**config.mk**
```make
export PLATFORM = sky130hd
export DESIGN_NAME = ext_bus_cycles
export DESIGN_NICKNAME = d
export VERILOG_FILES = /design/src/hw/ext_bus_pkg.sv /design/src/hw/ext_bus_cycles.sv
export SDC_FILE = /design/constraint.sdc
export NUM_CORES = 1
export LEC_CHECK = 0
export BUFFER_PORTS_ARGS = -buffer_cell sky130_fd_sc_hd__buf_2
export CAP_MARGIN = 20
export CORE_MARGIN = 8
export CORE_UTILIZATION = 49
export DETAILED_ROUTE_END_ITERATION = 8
export PLACE_DENSITY = 0.8
export SLEW_MARGIN = 20
export SYNTH_ARGS = -nofsm -noshare
export SYNTH_HDL_FRONTEND = slang
export SYNTH_SLANG_ARGS = --single-unit
```
**constraint.sdc**
```tcl
create_clock -name clock -period 2.95 [get_ports clock]
set_clock_uncertainty 0.1 [all_clocks]
set_input_delay 0.295 -clock clock [delete_from_list [all_inputs] [get_ports clock]]
set_output_delay 0.295 -clock clock [all_outputs]
set_load 0.005 [all_outputs]
```
**src/hw/ext_bus_pkg.sv**
```systemverilog
// constants for the external bus cycle controller
package ext_bus_pkg;
  localparam logic [1:0]  SIZE_BYTE     = 2'h1;
  localparam logic [1:0]  SIZE_WORD     = 2'h2;
  localparam logic [2:0]  SPACE_CPU     = 3'h7;
  localparam logic [3:0]  CPU_TYPE_BRK  = 4'h0;
  localparam logic [3:0]  CPU_TYPE_STOP = 4'h3;
  localparam logic [3:0]  CPU_TYPE_IACK = 4'hF;
  localparam logic [3:0]  ACK_OPT_FAST  = 4'hE;
  localparam logic [23:0] HW_BRK_ADDR   = 24'h00_001E;
  localparam logic [23:0] STOP_ADDR     = 24'h03_FFFE;
  localparam logic [2:0]  HW_BRK_NUM    = 3'h7;
  localparam int          FAST_CYCLES   = 2;
  localparam int          REG_MIN_CYC   = 3;
  localparam logic [7:0]  BYTE_IDLE     = 8'hFF;
endpackage : ext_bus_pkg

```
**src/hw/ext_bus_cycles.sv**
```systemverilog
// external bus cycle controller with cpu-space cycles
`timescale 1ns/1ps
// Notes on behaviour
// - word reads take two bytes, byte reads one
// - word writes drive two bytes, byte writes one byte copied onto both lanes
// - fast termination completes in two clocks
// - acknowledge option 1110 selects fast termination
// - fast cycles drive address, acknowledge internally
// - fast cycles strobe data on reads only
// - space code seven marks cpu space cycles
// - address 19:16 encodes cpu cycle type
// - software breakpoint read carries number, bit1 low
// - software breakpoint ack returns instruction word
// - software breakpoint fault takes illegal instruction
// - breakpoint request reads address 00001E
// - hardware breakpoint fault takes exception, ack ignores
// - prefetch breakpoint tags instruction, flush cancels
// - operand breakpoint fires at instruction end
// - stop instruction writes mask to 3FFFE
// - stop write carries mask in bits 2:0
// - stop write acknowledged internally, fast timing
// - stop ends on reset or higher interrupt
// - external cycles take three clocks minimum; the code ends one in two clocks on an acknowledge in the first WAIT clock
module ext_bus_cycles (
  // clock and reset
  input  wire logic        clock,
  input  wire logic        sys_rst,
  // core request
  input  wire logic        req_valid,
  output logic             req_ready,
  input  wire logic        req_write,
  input  wire logic [1:0]  req_size,
  input  wire logic [23:0] req_addr,
  input  wire logic [2:0]  req_space,
  input  wire logic [15:0] req_wdata,
  input  wire logic [3:0]  req_ack_opt,
  // core instruction events
  input  wire logic        sw_brk_exec,
  input  wire logic [2:0]  sw_brk_num,
  input  wire logic        stop_exec,
  input  wire logic [2:0]  irq_level_mask,
  input  wire logic [2:0]  irq_pending_level,
  input  wire logic        prefetch_active,
  input  wire logic        operand_active,
  input  wire logic        instr_end,
  input  wire logic        pipe_flush,
  // core answers
  output logic             done_pulse,
  output logic             fault_pulse,
  output logic [15:0]      rd_data,
  output logic             brk_insert,
  output logic             illegal_exc,
  output logic             hw_brk_exc,
  output logic             low_power_halt,
  output logic [2:0]       stop_mask,
  // external bus
  output logic [23:0]      addr,
  output logic [2:0]       space_code,
  output logic [1:0]       xfer_size,
  output logic             rw_read,
  output logic             addr_strobe_n,
  output logic             data_strobe_n,
  output logic [15:0]      data_out,
  output logic             data_oe,
  input  wire logic [15:0] data_in,
  input  wire logic [1:0]  size_ack_n,
  input  wire logic        bus_fault_n,
  input  wire logic        brk_request_n
);

  typedef enum logic [3:0] {
    ST_IDLE = 4'b0001,
    ST_ADDR = 4'b0010,
    ST_WAIT = 4'b0100,
    ST_END  = 4'b1000
  } bus_state_t;

  typedef enum logic [2:0] {
    K_NORMAL = 3'b001,
    K_SWBRK  = 3'b010,
    K_HWBRK  = 3'b100
  } kind_t;

  bus_state_t state_reg;
  kind_t      kind_reg;
  logic       fast_reg;
  logic [1:0] cyc_cnt_reg;
  logic       stop_cyc_reg;
  logic       brk_pend_reg;
  logic       tag_reg;
  logic       op_brk_reg;
  logic       hw_fire;
  logic       ext_ack;
  logic       ext_fault;
  logic       cycle_end;
  logic       fast_done;
  logic       start;

  assign ext_ack   = (size_ack_n != 2'b11);
  assign ext_fault = ~bus_fault_n;
  // external acknowledge is not looked at in fast cycles
  assign fast_done = fast_reg && (cyc_cnt_reg == 2'(ext_bus_pkg::FAST_CYCLES - 1));
  assign cycle_end = (state_reg == ST_WAIT) &&
                     (fast_done || (!fast_reg && (ext_ack || ext_fault)));
  assign req_ready = (state_reg == ST_IDLE) && !low_power_halt && !brk_pend_reg && !sw_brk_exec && !stop_exec;
  assign start     = state_reg == ST_IDLE;

  // bus sequencer; ST_ADDR is the first clock, WAIT gives the rest
  always_ff @(posedge clock or posedge sys_rst) begin
    if (sys_rst) begin
      state_reg   <= ST_IDLE;
      cyc_cnt_reg <= 2'h0;
    end else begin
      case (state_reg)
        ST_IDLE: begin
          cyc_cnt_reg <= 2'h0;
          if (brk_pend_reg || sw_brk_exec || (stop_exec && !low_power_halt) || (req_valid && !low_power_halt))
            state_reg <= ST_ADDR;
        end
        ST_ADDR: begin
          state_reg <= ST_WAIT;
          if (cyc_cnt_reg != 2'h3)
            cyc_cnt_reg <= cyc_cnt_reg + 2'h1;
        end
        ST_WAIT: begin
          if (cyc_cnt_reg != 2'h3)
            cyc_cnt_reg <= cyc_cnt_reg + 2'h1;
          if (cycle_end)
            state_reg <= ST_END;
        end
        ST_END: state_reg <= ST_IDLE;
        default: state_reg <= ST_IDLE;
      endcase
    end
  end

  // address phase: priority hardware break, software break, stop, request
  always_ff @(posedge clock or posedge sys_rst) begin
    if (sys_rst) begin
      addr         <= 24'h00_0000;
      space_code   <= 3'h0;
      xfer_size    <= 2'h0;
      rw_read      <= 1'b1;
      data_out     <= 16'h0000;
      kind_reg     <= K_NORMAL;
      fast_reg     <= 1'b0;
      stop_cyc_reg <= 1'b0;
    end else if (start) begin
      if (brk_pend_reg) begin
        addr       <= ext_bus_pkg::HW_BRK_ADDR;
        space_code <= ext_bus_pkg::SPACE_CPU;
        xfer_size  <= ext_bus_pkg::SIZE_WORD;
        rw_read    <= 1'b1;
        kind_reg   <= K_HWBRK;
        fast_reg   <= 1'b0;
        stop_cyc_reg <= 1'b0;
      end else if (sw_brk_exec) begin
        addr       <= {4'h0, ext_bus_pkg::CPU_TYPE_BRK, 11'h000, sw_brk_num, 2'b00};
        space_code <= ext_bus_pkg::SPACE_CPU;
        xfer_size  <= ext_bus_pkg::SIZE_WORD;
        rw_read    <= 1'b1;
        kind_reg   <= K_SWBRK;
        fast_reg   <= 1'b0;
        stop_cyc_reg <= 1'b0;
      end else if (stop_exec && !low_power_halt) begin
        addr       <= ext_bus_pkg::STOP_ADDR;
        space_code <= ext_bus_pkg::SPACE_CPU;
        xfer_size  <= ext_bus_pkg::SIZE_WORD;
        rw_read    <= 1'b0;
        data_out   <= {13'h0000, irq_level_mask};
        kind_reg   <= K_NORMAL;
        fast_reg   <= 1'b1;
        stop_cyc_reg <= 1'b1;
      end else if (req_valid && !low_power_halt) begin
        addr       <= req_addr;
        space_code <= req_space;
        xfer_size  <= req_size;
        rw_read    <= !req_write;
        // byte write replicates onto both lanes so either port width sees it
        data_out   <= (req_size == ext_bus_pkg::SIZE_BYTE) ? {req_wdata[7:0], req_wdata[7:0]} : req_wdata;
        kind_reg   <= K_NORMAL;
        fast_reg   <= (req_ack_opt == ext_bus_pkg::ACK_OPT_FAST);
        stop_cyc_reg <= 1'b0;
      end
    end
  end

  // strobes: data strobe held off for fast writes
  always_ff @(posedge clock or posedge sys_rst) begin
    if (sys_rst) begin
      addr_strobe_n <= 1'b1;
      data_strobe_n <= 1'b1;
      data_oe       <= 1'b0;
    end else begin
      addr_strobe_n <= !((state_reg == ST_ADDR) || (state_reg == ST_WAIT && !cycle_end));
      data_strobe_n <= !(((state_reg == ST_ADDR) || (state_reg == ST_WAIT && !cycle_end)) &&
                         (rw_read || !fast_reg));
      data_oe       <= (state_reg == ST_ADDR || state_reg == ST_WAIT) && !rw_read && !cycle_end;
    end
  end

  // read data capture and lane steering
  always_ff @(posedge clock or posedge sys_rst) begin
    if (sys_rst) begin
      rd_data <= 16'h0000;
    end else if (cycle_end && rw_read && !ext_fault) begin
      if (xfer_size == ext_bus_pkg::SIZE_BYTE && addr[0] && size_ack_n == 2'b01)
        rd_data <= {8'h00, data_in[7:0]};
      else if (xfer_size == ext_bus_pkg::SIZE_BYTE)
        rd_data <= {8'h00, data_in[15:8]};
      else
        rd_data <= data_in;
    end
  end

  // cycle results
  always_ff @(posedge clock or posedge sys_rst) begin
    if (sys_rst) begin
      done_pulse  <= 1'b0;
      fault_pulse <= 1'b0;
      brk_insert  <= 1'b0;
      illegal_exc <= 1'b0;
      hw_fire     <= 1'b0;
    end else begin
      done_pulse  <= cycle_end && kind_reg == K_NORMAL && (fast_reg || !ext_fault);
      fault_pulse <= cycle_end && kind_reg == K_NORMAL && !fast_reg && ext_fault;
      brk_insert  <= cycle_end && kind_reg == K_SWBRK && !ext_fault;
      illegal_exc <= cycle_end && kind_reg == K_SWBRK && ext_fault;
      hw_fire     <= cycle_end && kind_reg == K_HWBRK && ext_fault;
    end
  end

  // breakpoint request latch and instruction tagging
  always_ff @(posedge clock or posedge sys_rst) begin
    if (sys_rst) begin
      tag_reg      <= 1'b0;
      op_brk_reg   <= 1'b0;
      brk_pend_reg <= 1'b0;
      hw_brk_exc   <= 1'b0;
    end else begin
      hw_brk_exc <= 1'b0;
      if (!brk_request_n && prefetch_active)
        tag_reg <= 1'b1;
      else if (pipe_flush)
        tag_reg <= 1'b0;
      if (!brk_request_n && operand_active)
        op_brk_reg <= 1'b1;
      if (instr_end && (tag_reg || op_brk_reg) && !brk_pend_reg) begin
        brk_pend_reg <= 1'b1;
        tag_reg      <= 1'b0;
        op_brk_reg   <= 1'b0;
      end else if (state_reg == ST_END && kind_reg == K_HWBRK) begin
        brk_pend_reg <= 1'b0;
      end
      if (hw_fire)
        hw_brk_exc <= 1'b1;
    end
  end

  // low-power stop state and wake
  always_ff @(posedge clock or posedge sys_rst) begin
    if (sys_rst) begin
      low_power_halt <= 1'b0;
      stop_mask      <= 3'h0;
    end else if (low_power_halt) begin
      if (irq_pending_level > stop_mask)
        low_power_halt <= 1'b0;
    end else if (state_reg == ST_END && stop_cyc_reg) begin
      low_power_halt <= 1'b1;
      stop_mask      <= data_out[2:0];
    end
  end

  // assertions
  property p_fast_len;
    @(posedge clock) disable iff (sys_rst)
      (state_reg == ST_ADDR && fast_reg) |=> (state_reg == ST_WAIT) ##1 (state_reg == ST_END);
  endproperty
  a_fast_len: assert property (p_fast_len) else $error("fast cycle not two clocks");

  property p_reg_min;
    @(posedge clock) disable iff (sys_rst)
      (state_reg == ST_ADDR && !fast_reg) |=> !cycle_end;
  endproperty
  a_reg_min: assert property (p_reg_min) else $error("regular cycle ended too soon");

  property p_fast_ds;
    @(posedge clock) disable iff (sys_rst)
      (state_reg == ST_WAIT && fast_reg && !rw_read) |=> data_strobe_n;
  endproperty
  a_fast_ds: assert property (p_fast_ds) else $error("data strobe on fast write");

  property p_fast_ign;
    @(posedge clock) disable iff (sys_rst)
      (state_reg == ST_ADDR && fast_reg) |=> !fault_pulse [*3];
  endproperty
  a_fast_ign: assert property (p_fast_ign) else $error("fast cycle took external fault");

  property p_hw_addr;
    @(posedge clock) disable iff (sys_rst)
      (state_reg == ST_WAIT && kind_reg == K_HWBRK) |-> (addr == 24'h00_001E && space_code == 3'h7);
  endproperty
  a_hw_addr: assert property (p_hw_addr) else $error("bad hardware breakpoint address");

  property p_sw_addr;
    @(posedge clock) disable iff (sys_rst)
      (state_reg == ST_WAIT && kind_reg == K_SWBRK) |-> (addr[19:16] == 4'h0 && !addr[1] && rw_read);
  endproperty
  a_sw_addr: assert property (p_sw_addr) else $error("bad software breakpoint address");

  property p_stop_data;
    @(posedge clock) disable iff (sys_rst)
      (state_reg == ST_WAIT && stop_cyc_reg) |-> (addr == 24'h03_FFFE && data_out[15:3] == 13'h0000);
  endproperty
  a_stop_data: assert property (p_stop_data) else $error("bad stop broadcast");

  property p_sw_fault;
    @(posedge clock) disable iff (sys_rst)
      (cycle_end && kind_reg == K_SWBRK && ext_fault) |=> illegal_exc && !brk_insert;
  endproperty
  a_sw_fault: assert property (p_sw_fault) else $error("missing illegal instruction");

  property p_hw_ack;
    @(posedge clock) disable iff (sys_rst)
      (cycle_end && kind_reg == K_HWBRK && !ext_fault) |=> ##1 !hw_brk_exc;
  endproperty
  a_hw_ack: assert property (p_hw_ack) else $error("acked breakpoint fired");

  property p_wake;
    @(posedge clock) disable iff (sys_rst)
      (low_power_halt && irq_pending_level > stop_mask) |=> !low_power_halt;
  endproperty
  a_wake: assert property (p_wake) else $error("no wake on interrupt");

  c_fast: cover property (@(posedge clock) state_reg == ST_ADDR && fast_reg);
  c_hw: cover property (@(posedge clock) hw_brk_exc);
  c_stop: cover property (@(posedge clock) $rose(low_power_halt));
  c_wait: cover property (@(posedge clock) state_reg == ST_WAIT && !fast_reg && !cycle_end);

endmodule : ext_bus_cycles

```
# == Yosys cells after proc, flatten, opt, wreduce, memory -nomap -nowiden ==
# Index checks and enable logic that the tools add are counted.
# classes
add_sub_neg,1
muxes,49
bitwise,4
eq_ne,17
reduce_logical,65
magnitude_cmp,1
# op_table
operator,count
$mux W24,4
$mux W16,5
$logic_and A1 B1 Y1,32
$mux W3,8
$mux W1,23
$pmux W4 S3,1
$logic_not A1 Y1,11
$logic_or A1 B1 Y1,10
$mux W2,5
$eq A2 B1 Y1 const B,4
$eq A4 B4 Y1 const B,2
$mux W4,2
$reduce_and A2 Y1,4
$reduce_bool A2 Y1,4
$ne A2 B2 Y1 const B,3
$eq A4 B1 Y1 const B,1
$eq A4 B2 Y1 const B,1
$eq A4 B3 Y1 const B,1
$ne A2 B1 Y1 const B,2
$not A1 Y1,4
$pmux W2 S2,1
$reduce_and A4 Y1,1
$reduce_bool A4 Y1,1
$eq A3 B1 Y1 const B,1
6 further kinds,6
# word_totals
out_inout_bits,75
input_bits,88
elab_cells,162
reg_bits,89

# == Depth between registers and ports, before layout ==
# depth
ltp_word,10
mapped_depth,7
depth_no_buf,5

# == Least setup slack after synthesis ==
# No wires, ideal clock.
# synth_path
path_type,register to register
startpoint,reg state_reg[0]
endpoint,reg addr[0]
period_less_slack_ns,2.042
setup_time_ns,0.125
stages_incl_launch_ff,7
t_required_ns,2.725
path_buffers,2
slack_ns,0.908
t_arrival_ns,1.816
cell_sequence,dfstp_2 > buf_2 > nor4b_4 > o21ai_4 > inv_6 > buf_12 > mux2_4
# synth_between
elab_chain_cells,2
# synth_lines
item,line,text
"start, declared",ext_bus_cycles.sv:84,bus_state_t state_reg;
"start signal, assigned",ext_bus_cycles.sv:111,state_reg <= ST_IDLE;
"start signal, assigned",ext_bus_cycles.sv:118,state_reg <= ST_ADDR;
"start signal, assigned",ext_bus_cycles.sv:121,state_reg <= ST_WAIT;
$eq A4 B1 Y1,ext_bus_cycles.sv:106,assign start = state_reg == ST_IDLE;
$reduce_and A2 Y1 (no source line),--,
"end signal, assigned",ext_bus_cycles.sv:150,addr <= ext_bus_pkg::HW_BRK_ADDR;
"end signal, assigned",ext_bus_cycles.sv:158,"addr <= {4'h0, ext_bus_pkg::CPU_TYPE_BRK, 11'h000, sw_brk_num, 2'b00};"
"end signal, assigned",ext_bus_cycles.sv:166,addr <= ext_bus_pkg::STOP_ADDR;
"end, declared",ext_bus_cycles.sv:57,"output logic [23:0] addr,"
# No other way between the ends.
# A chain may end at the register's enable or synchronous reset.

# == Final worst setup path ==
# layout_path
startpoint,reg state_reg[0]
endpoint,out req_ready
# layout_between
elab_chain_cells,5
# layout_lines
item,line,text
$eq A4 B1 Y1,ext_bus_cycles.sv:105,assign req_ready = (state_reg == ST_IDLE) && !low_power_halt && !brk_pend_reg && !sw_brk_exec && !stop_exec;
$logic_and A1 B1 Y1 (4 in a row),ext_bus_cycles.sv:105,
"end, declared",ext_bus_cycles.sv:30,"output logic req_ready,"
# No other way between the ends.

==> qor.json <==
{
  "critPathMaxStageDelay_ns": 0.63,
  "regToRegStartpoint": "state_reg[0]$_DFFE_PP1P_",
  "track_usage_pct": 19.4,
  "worst-slew-pin-transition_ns": 0.724,
  "layout-area-overhead-vs-synth_pct": 24.6,
  "drt.antenna.violating_nets": 0,
  "final_net_count": 622,
  "longest_clk_path_bufs": 2,
  "floorplan.core_area_um2": 8640,
  "clock.fmax_ghz": 0.410,
  "power.share.combinational_pct": 34.1,
  "globalRouteMet1Util_pct": 24.6,
  "timing.final.ws_setup_ns": 0.509,
  "use_met3_pct": 3.63,
  "min_delay_path_depth": 3,
  "largest_register_ffs": 24,
  "timing.slew.headroom_pct": 51.8,
  "post_synth_inst_count": 375,
  "reg.largest.list": "addr: 24 flops, data_out: 16 flops, rd_data: 16 flops",
  "hold_violations": 0,
  "reg2reg_setup_slack_ns": 0.66,
  "firstDrtPassIters": 4,
  "share_seq_of_total_power_pct": 45.8,
  "portBuffers": 162,
  "maximum_number_of_pins_on_one_net_before_global_route_repair": 42,
  "n_antenna_cell": 0,
  "fp.dieW_um": 110,
  "h-tree-depth": 3,
  "postPlaceCellArea_um2": 5150,
  "tns_ns": 0,
  "p_leak_nw": 2.68,
  "cp-start-kind": "flop",
  "reg2reg_depth": 4,
  "fin_crit_sh_pct": 82.7,
  "setup-violations-final": 0,
  "cts_post_setup_buffers_inserted": 0,
  "outcome": "finished, final reports clean",
  "grt-busiest-layer": "met2",
  "routed_wire_length_per_instance_um": 18.4,
  "number_of_max_cap_violations": 0,
  "crit_path_max_fanout": 9,
  "synth_enable_flop_cells": 0,
  "num_vias": 3511,
  "timing.final.max_slew_violations": 0,
  "power_density_nw_per_um2": 768,
  "grt_pass1_wl_um": 18300,
  "post_synth_arst_share_pct": 100,
  "worst_hold_path.endpoint": "rw_read$_DFFE_PP1P_",
  "post-route-drc-count": 0,
  "min_path_type": "primary input to flop",
  "final_layout_size_suffix_gt1_share_pct": 43.8,
  "hp-start": "req_write",
  "ys_ff_latch": 89,
  "cts_root_buffer": "clkbuf_8",
  "synth_ff_type": "dfrtp_1",
  "critical_path.slowest_cell": "dfstp_2",
  "hpwlAfterDp_um": 8900,
  "ios": 163,
  "post-route-min-period_ns": 2.44,
  "worst_skew_pair.late_latency_ns": 0.35,
  "synthesis.yosys.warnings": 0,
  "netlist_area_um2": 4300,
  "endpoint_kind": "primary output",
  "syn-num-nets": 468,
  "avgViaCountPerCell": 5.47,
  "critical_path.top_delay_family": "simple AND/OR/NAND/NOR gates",
  "top_register": "addr",
  "post-place-ws_ns": 0.717,
  "grt_antenna_before_repair": 0,
  "pwr-share-clk_pct": 20.2,
  "vias_in_the_first_global_route": 3641,
  "worstPathRequired_ns": 2.56,
  "rsz0062_at_grt": "false",
  "switching_power_mw": 1.46,
  "power.switching_fraction_pct": 35.3,
  "syn_avg_cell_area_um2": 11.5,
  "clk_pin_slew_worst_paths_ns": 0.09,
  "worst-endpoint-arrival_ns": 2.05,
  "yosysSeqAreaShare_pct": 51.9,
  "cts_made_buffers": 9,
  "initial_core_util_pct": 49.8,
  "critical_path.reg2reg.endpoint": "data_out[14]$_DFFE_PP0P_",
  "detailedRoute.firstIterationViolations": 218,
  "timing.critical_path.cells": "nor4b_4, nand2_1, nor3_1, buf_2",
  "met2_usage_pct": 32.2,
  "rows": 34,
  "internal-power_mw": 2.66,
  "globalRoute.totalOverflow": 0,
  "holdWs_ns": 0.0727,
  "cp_num_buf_inv": 1,
  "ir_drop_uv": 391,
  "gpl_wtd_cong": 0.856,
  "die_y_um": 110,
  "fin_area_um2": 5360,
  "die-area_um2": 12000,
  "tritoncts": "yes",
  "timing.setup.critical_path_class": "flop to primary output",
  "numClockSinks": 89,
  "final_core_utilization_pct": 62.1,
  "routed_wl_um": 11800,
  "synth_cell_types": 55
}
-- layer usage --
| metal | routed length [µm] | up-vias |
|---|---|---|
| met5 | 0 | - |
| li1 | - | 1669 |
| met4 | 168 | 0 |
| met2 | 6010 | 124 |
| met1 | 4850 | 1708 |
| met3 | 760 | 10 |
-- worst min-delay path, stage by stage --
cell and delay (ns):
buf_2 0.07, nor2_1 0.03, a2bb2oi_1 0.12
-- layout by cell type (no fill, tap or decap), drive strengths merged, types with 15 or more instances in the layout --
master   instances
buf            169
nor2            20
mux2i           18
dfrtp           84
inv             22
o2bb2ai         15
nand2           20
mux2            24
o31ai           22
o21ai           18
-- power groups by stage --
stage                     clock (mW)  combinational (mW)  sequential (mW)
after floorplan                    0               0.938             1.83
final                          0.831                1.40             1.89
after detailed placement           0                1.41             1.90
after CTS                      0.845                1.43             1.88
after global placement             0                1.37             1.87
after global routing           0.891                1.56             1.92
-- through the flow --
step                      total power, mW  cells
after CTS                            4.15    642
after floorplan                      2.77    375
final                                4.12    642
after global routing                 4.37    642
after detailed placement             3.31    625
after global placement               3.25    625
-- worst max path at each step --
| stage | to | slack (ns) | startpoint | cells after the start |
|---|---|---|---|---|
| after floorplan | addr[0]$_DFFE_PP0P_ | 0.26 | sys_rst | 1 |
| after global placement | data_out[11]$_DFFE_PP0P_ | 0.81 | state_reg[0]$_DFFE_PP1P_ | 4 |
| after detailed placement | data_out[14]$_DFFE_PP0P_ | 0.72 | state_reg[0]$_DFFE_PP1P_ | 4 |
| after CTS | req_ready | 0.53 | state_reg[0]$_DFFE_PP1P_ | 4 |
| after global routing | req_ready | 0.42 | state_reg[0]$_DFFE_PP1P_ | 4 |
| final | req_ready | 0.51 | state_reg[0]$_DFFE_PP1P_ | 4 |
-- cells in the mapped netlist (2+ instances only) --
cell type  number  area share [%]
inv_1          22             1.9
a22o_1          2            0.41
dfrtp_1        84              49
mux2i_1        18             4.2
ha_1            5             1.5
nand3_1         3            0.35
buf_2           6            0.70
o31ai_1        22             3.8
o21ai_0        17             2.0
clkbuf_1       14             1.2
or3b_2          8             1.6
nand2_1        20             1.7
a31oi_1         9             1.3
nor2b_1         6            0.87
nor4_1          2            0.29
a41oi_1         9             1.8
a21oi_1         3            0.35
buf_6           4             1.0
nor2_1         20             1.7
or3_1           4            0.58
o2bb2ai_1      14             2.9
and2_1          3            0.44
dfstp_2         5             3.1
nand2b_1        5            0.73
mux2_2         15             3.9
mux2_4          9             3.1
o21a_1          3            0.52
and3_1          8             1.2
and4_1          3            0.61
o32a_1          3            0.70
nor3_1          3            0.35
nor4b_1         3            0.61
-- layout make-up --
cell class              instances  area (µm²)
fillers                       735        3280
flip-flops and latches         89        2230
multi-input cells             236        1830
repair buffers                170         873
well taps                     108         135
clock buffers                  10         128
inverters                      23        92.6
clock inverters                 6        68.8
-- logic make-up after synthesis --
| family | Yosys count | share of synthesized area (%) |
|---|---|---|
| buffers and inverters | 50 | 5.82 |
| muxes | 42 | 11.3 |
| xor gates and xnor gates | 1 | 0.204 |
| and+or+nand+nor | 95 | 12.9 |
| AOI/OAI and AO/OA | 93 | 16.5 |
| DFF | 89 | 51.9 |
| adders and majority gates | 5 | 1.45 |
-- repair_timing --
action | in CTS | in global routing
hold buffers | 1 | 0
hold endpoints to repair | 38 | 0
gates resized for setup | 0 | 0
(Power assumes the default switching activity.)
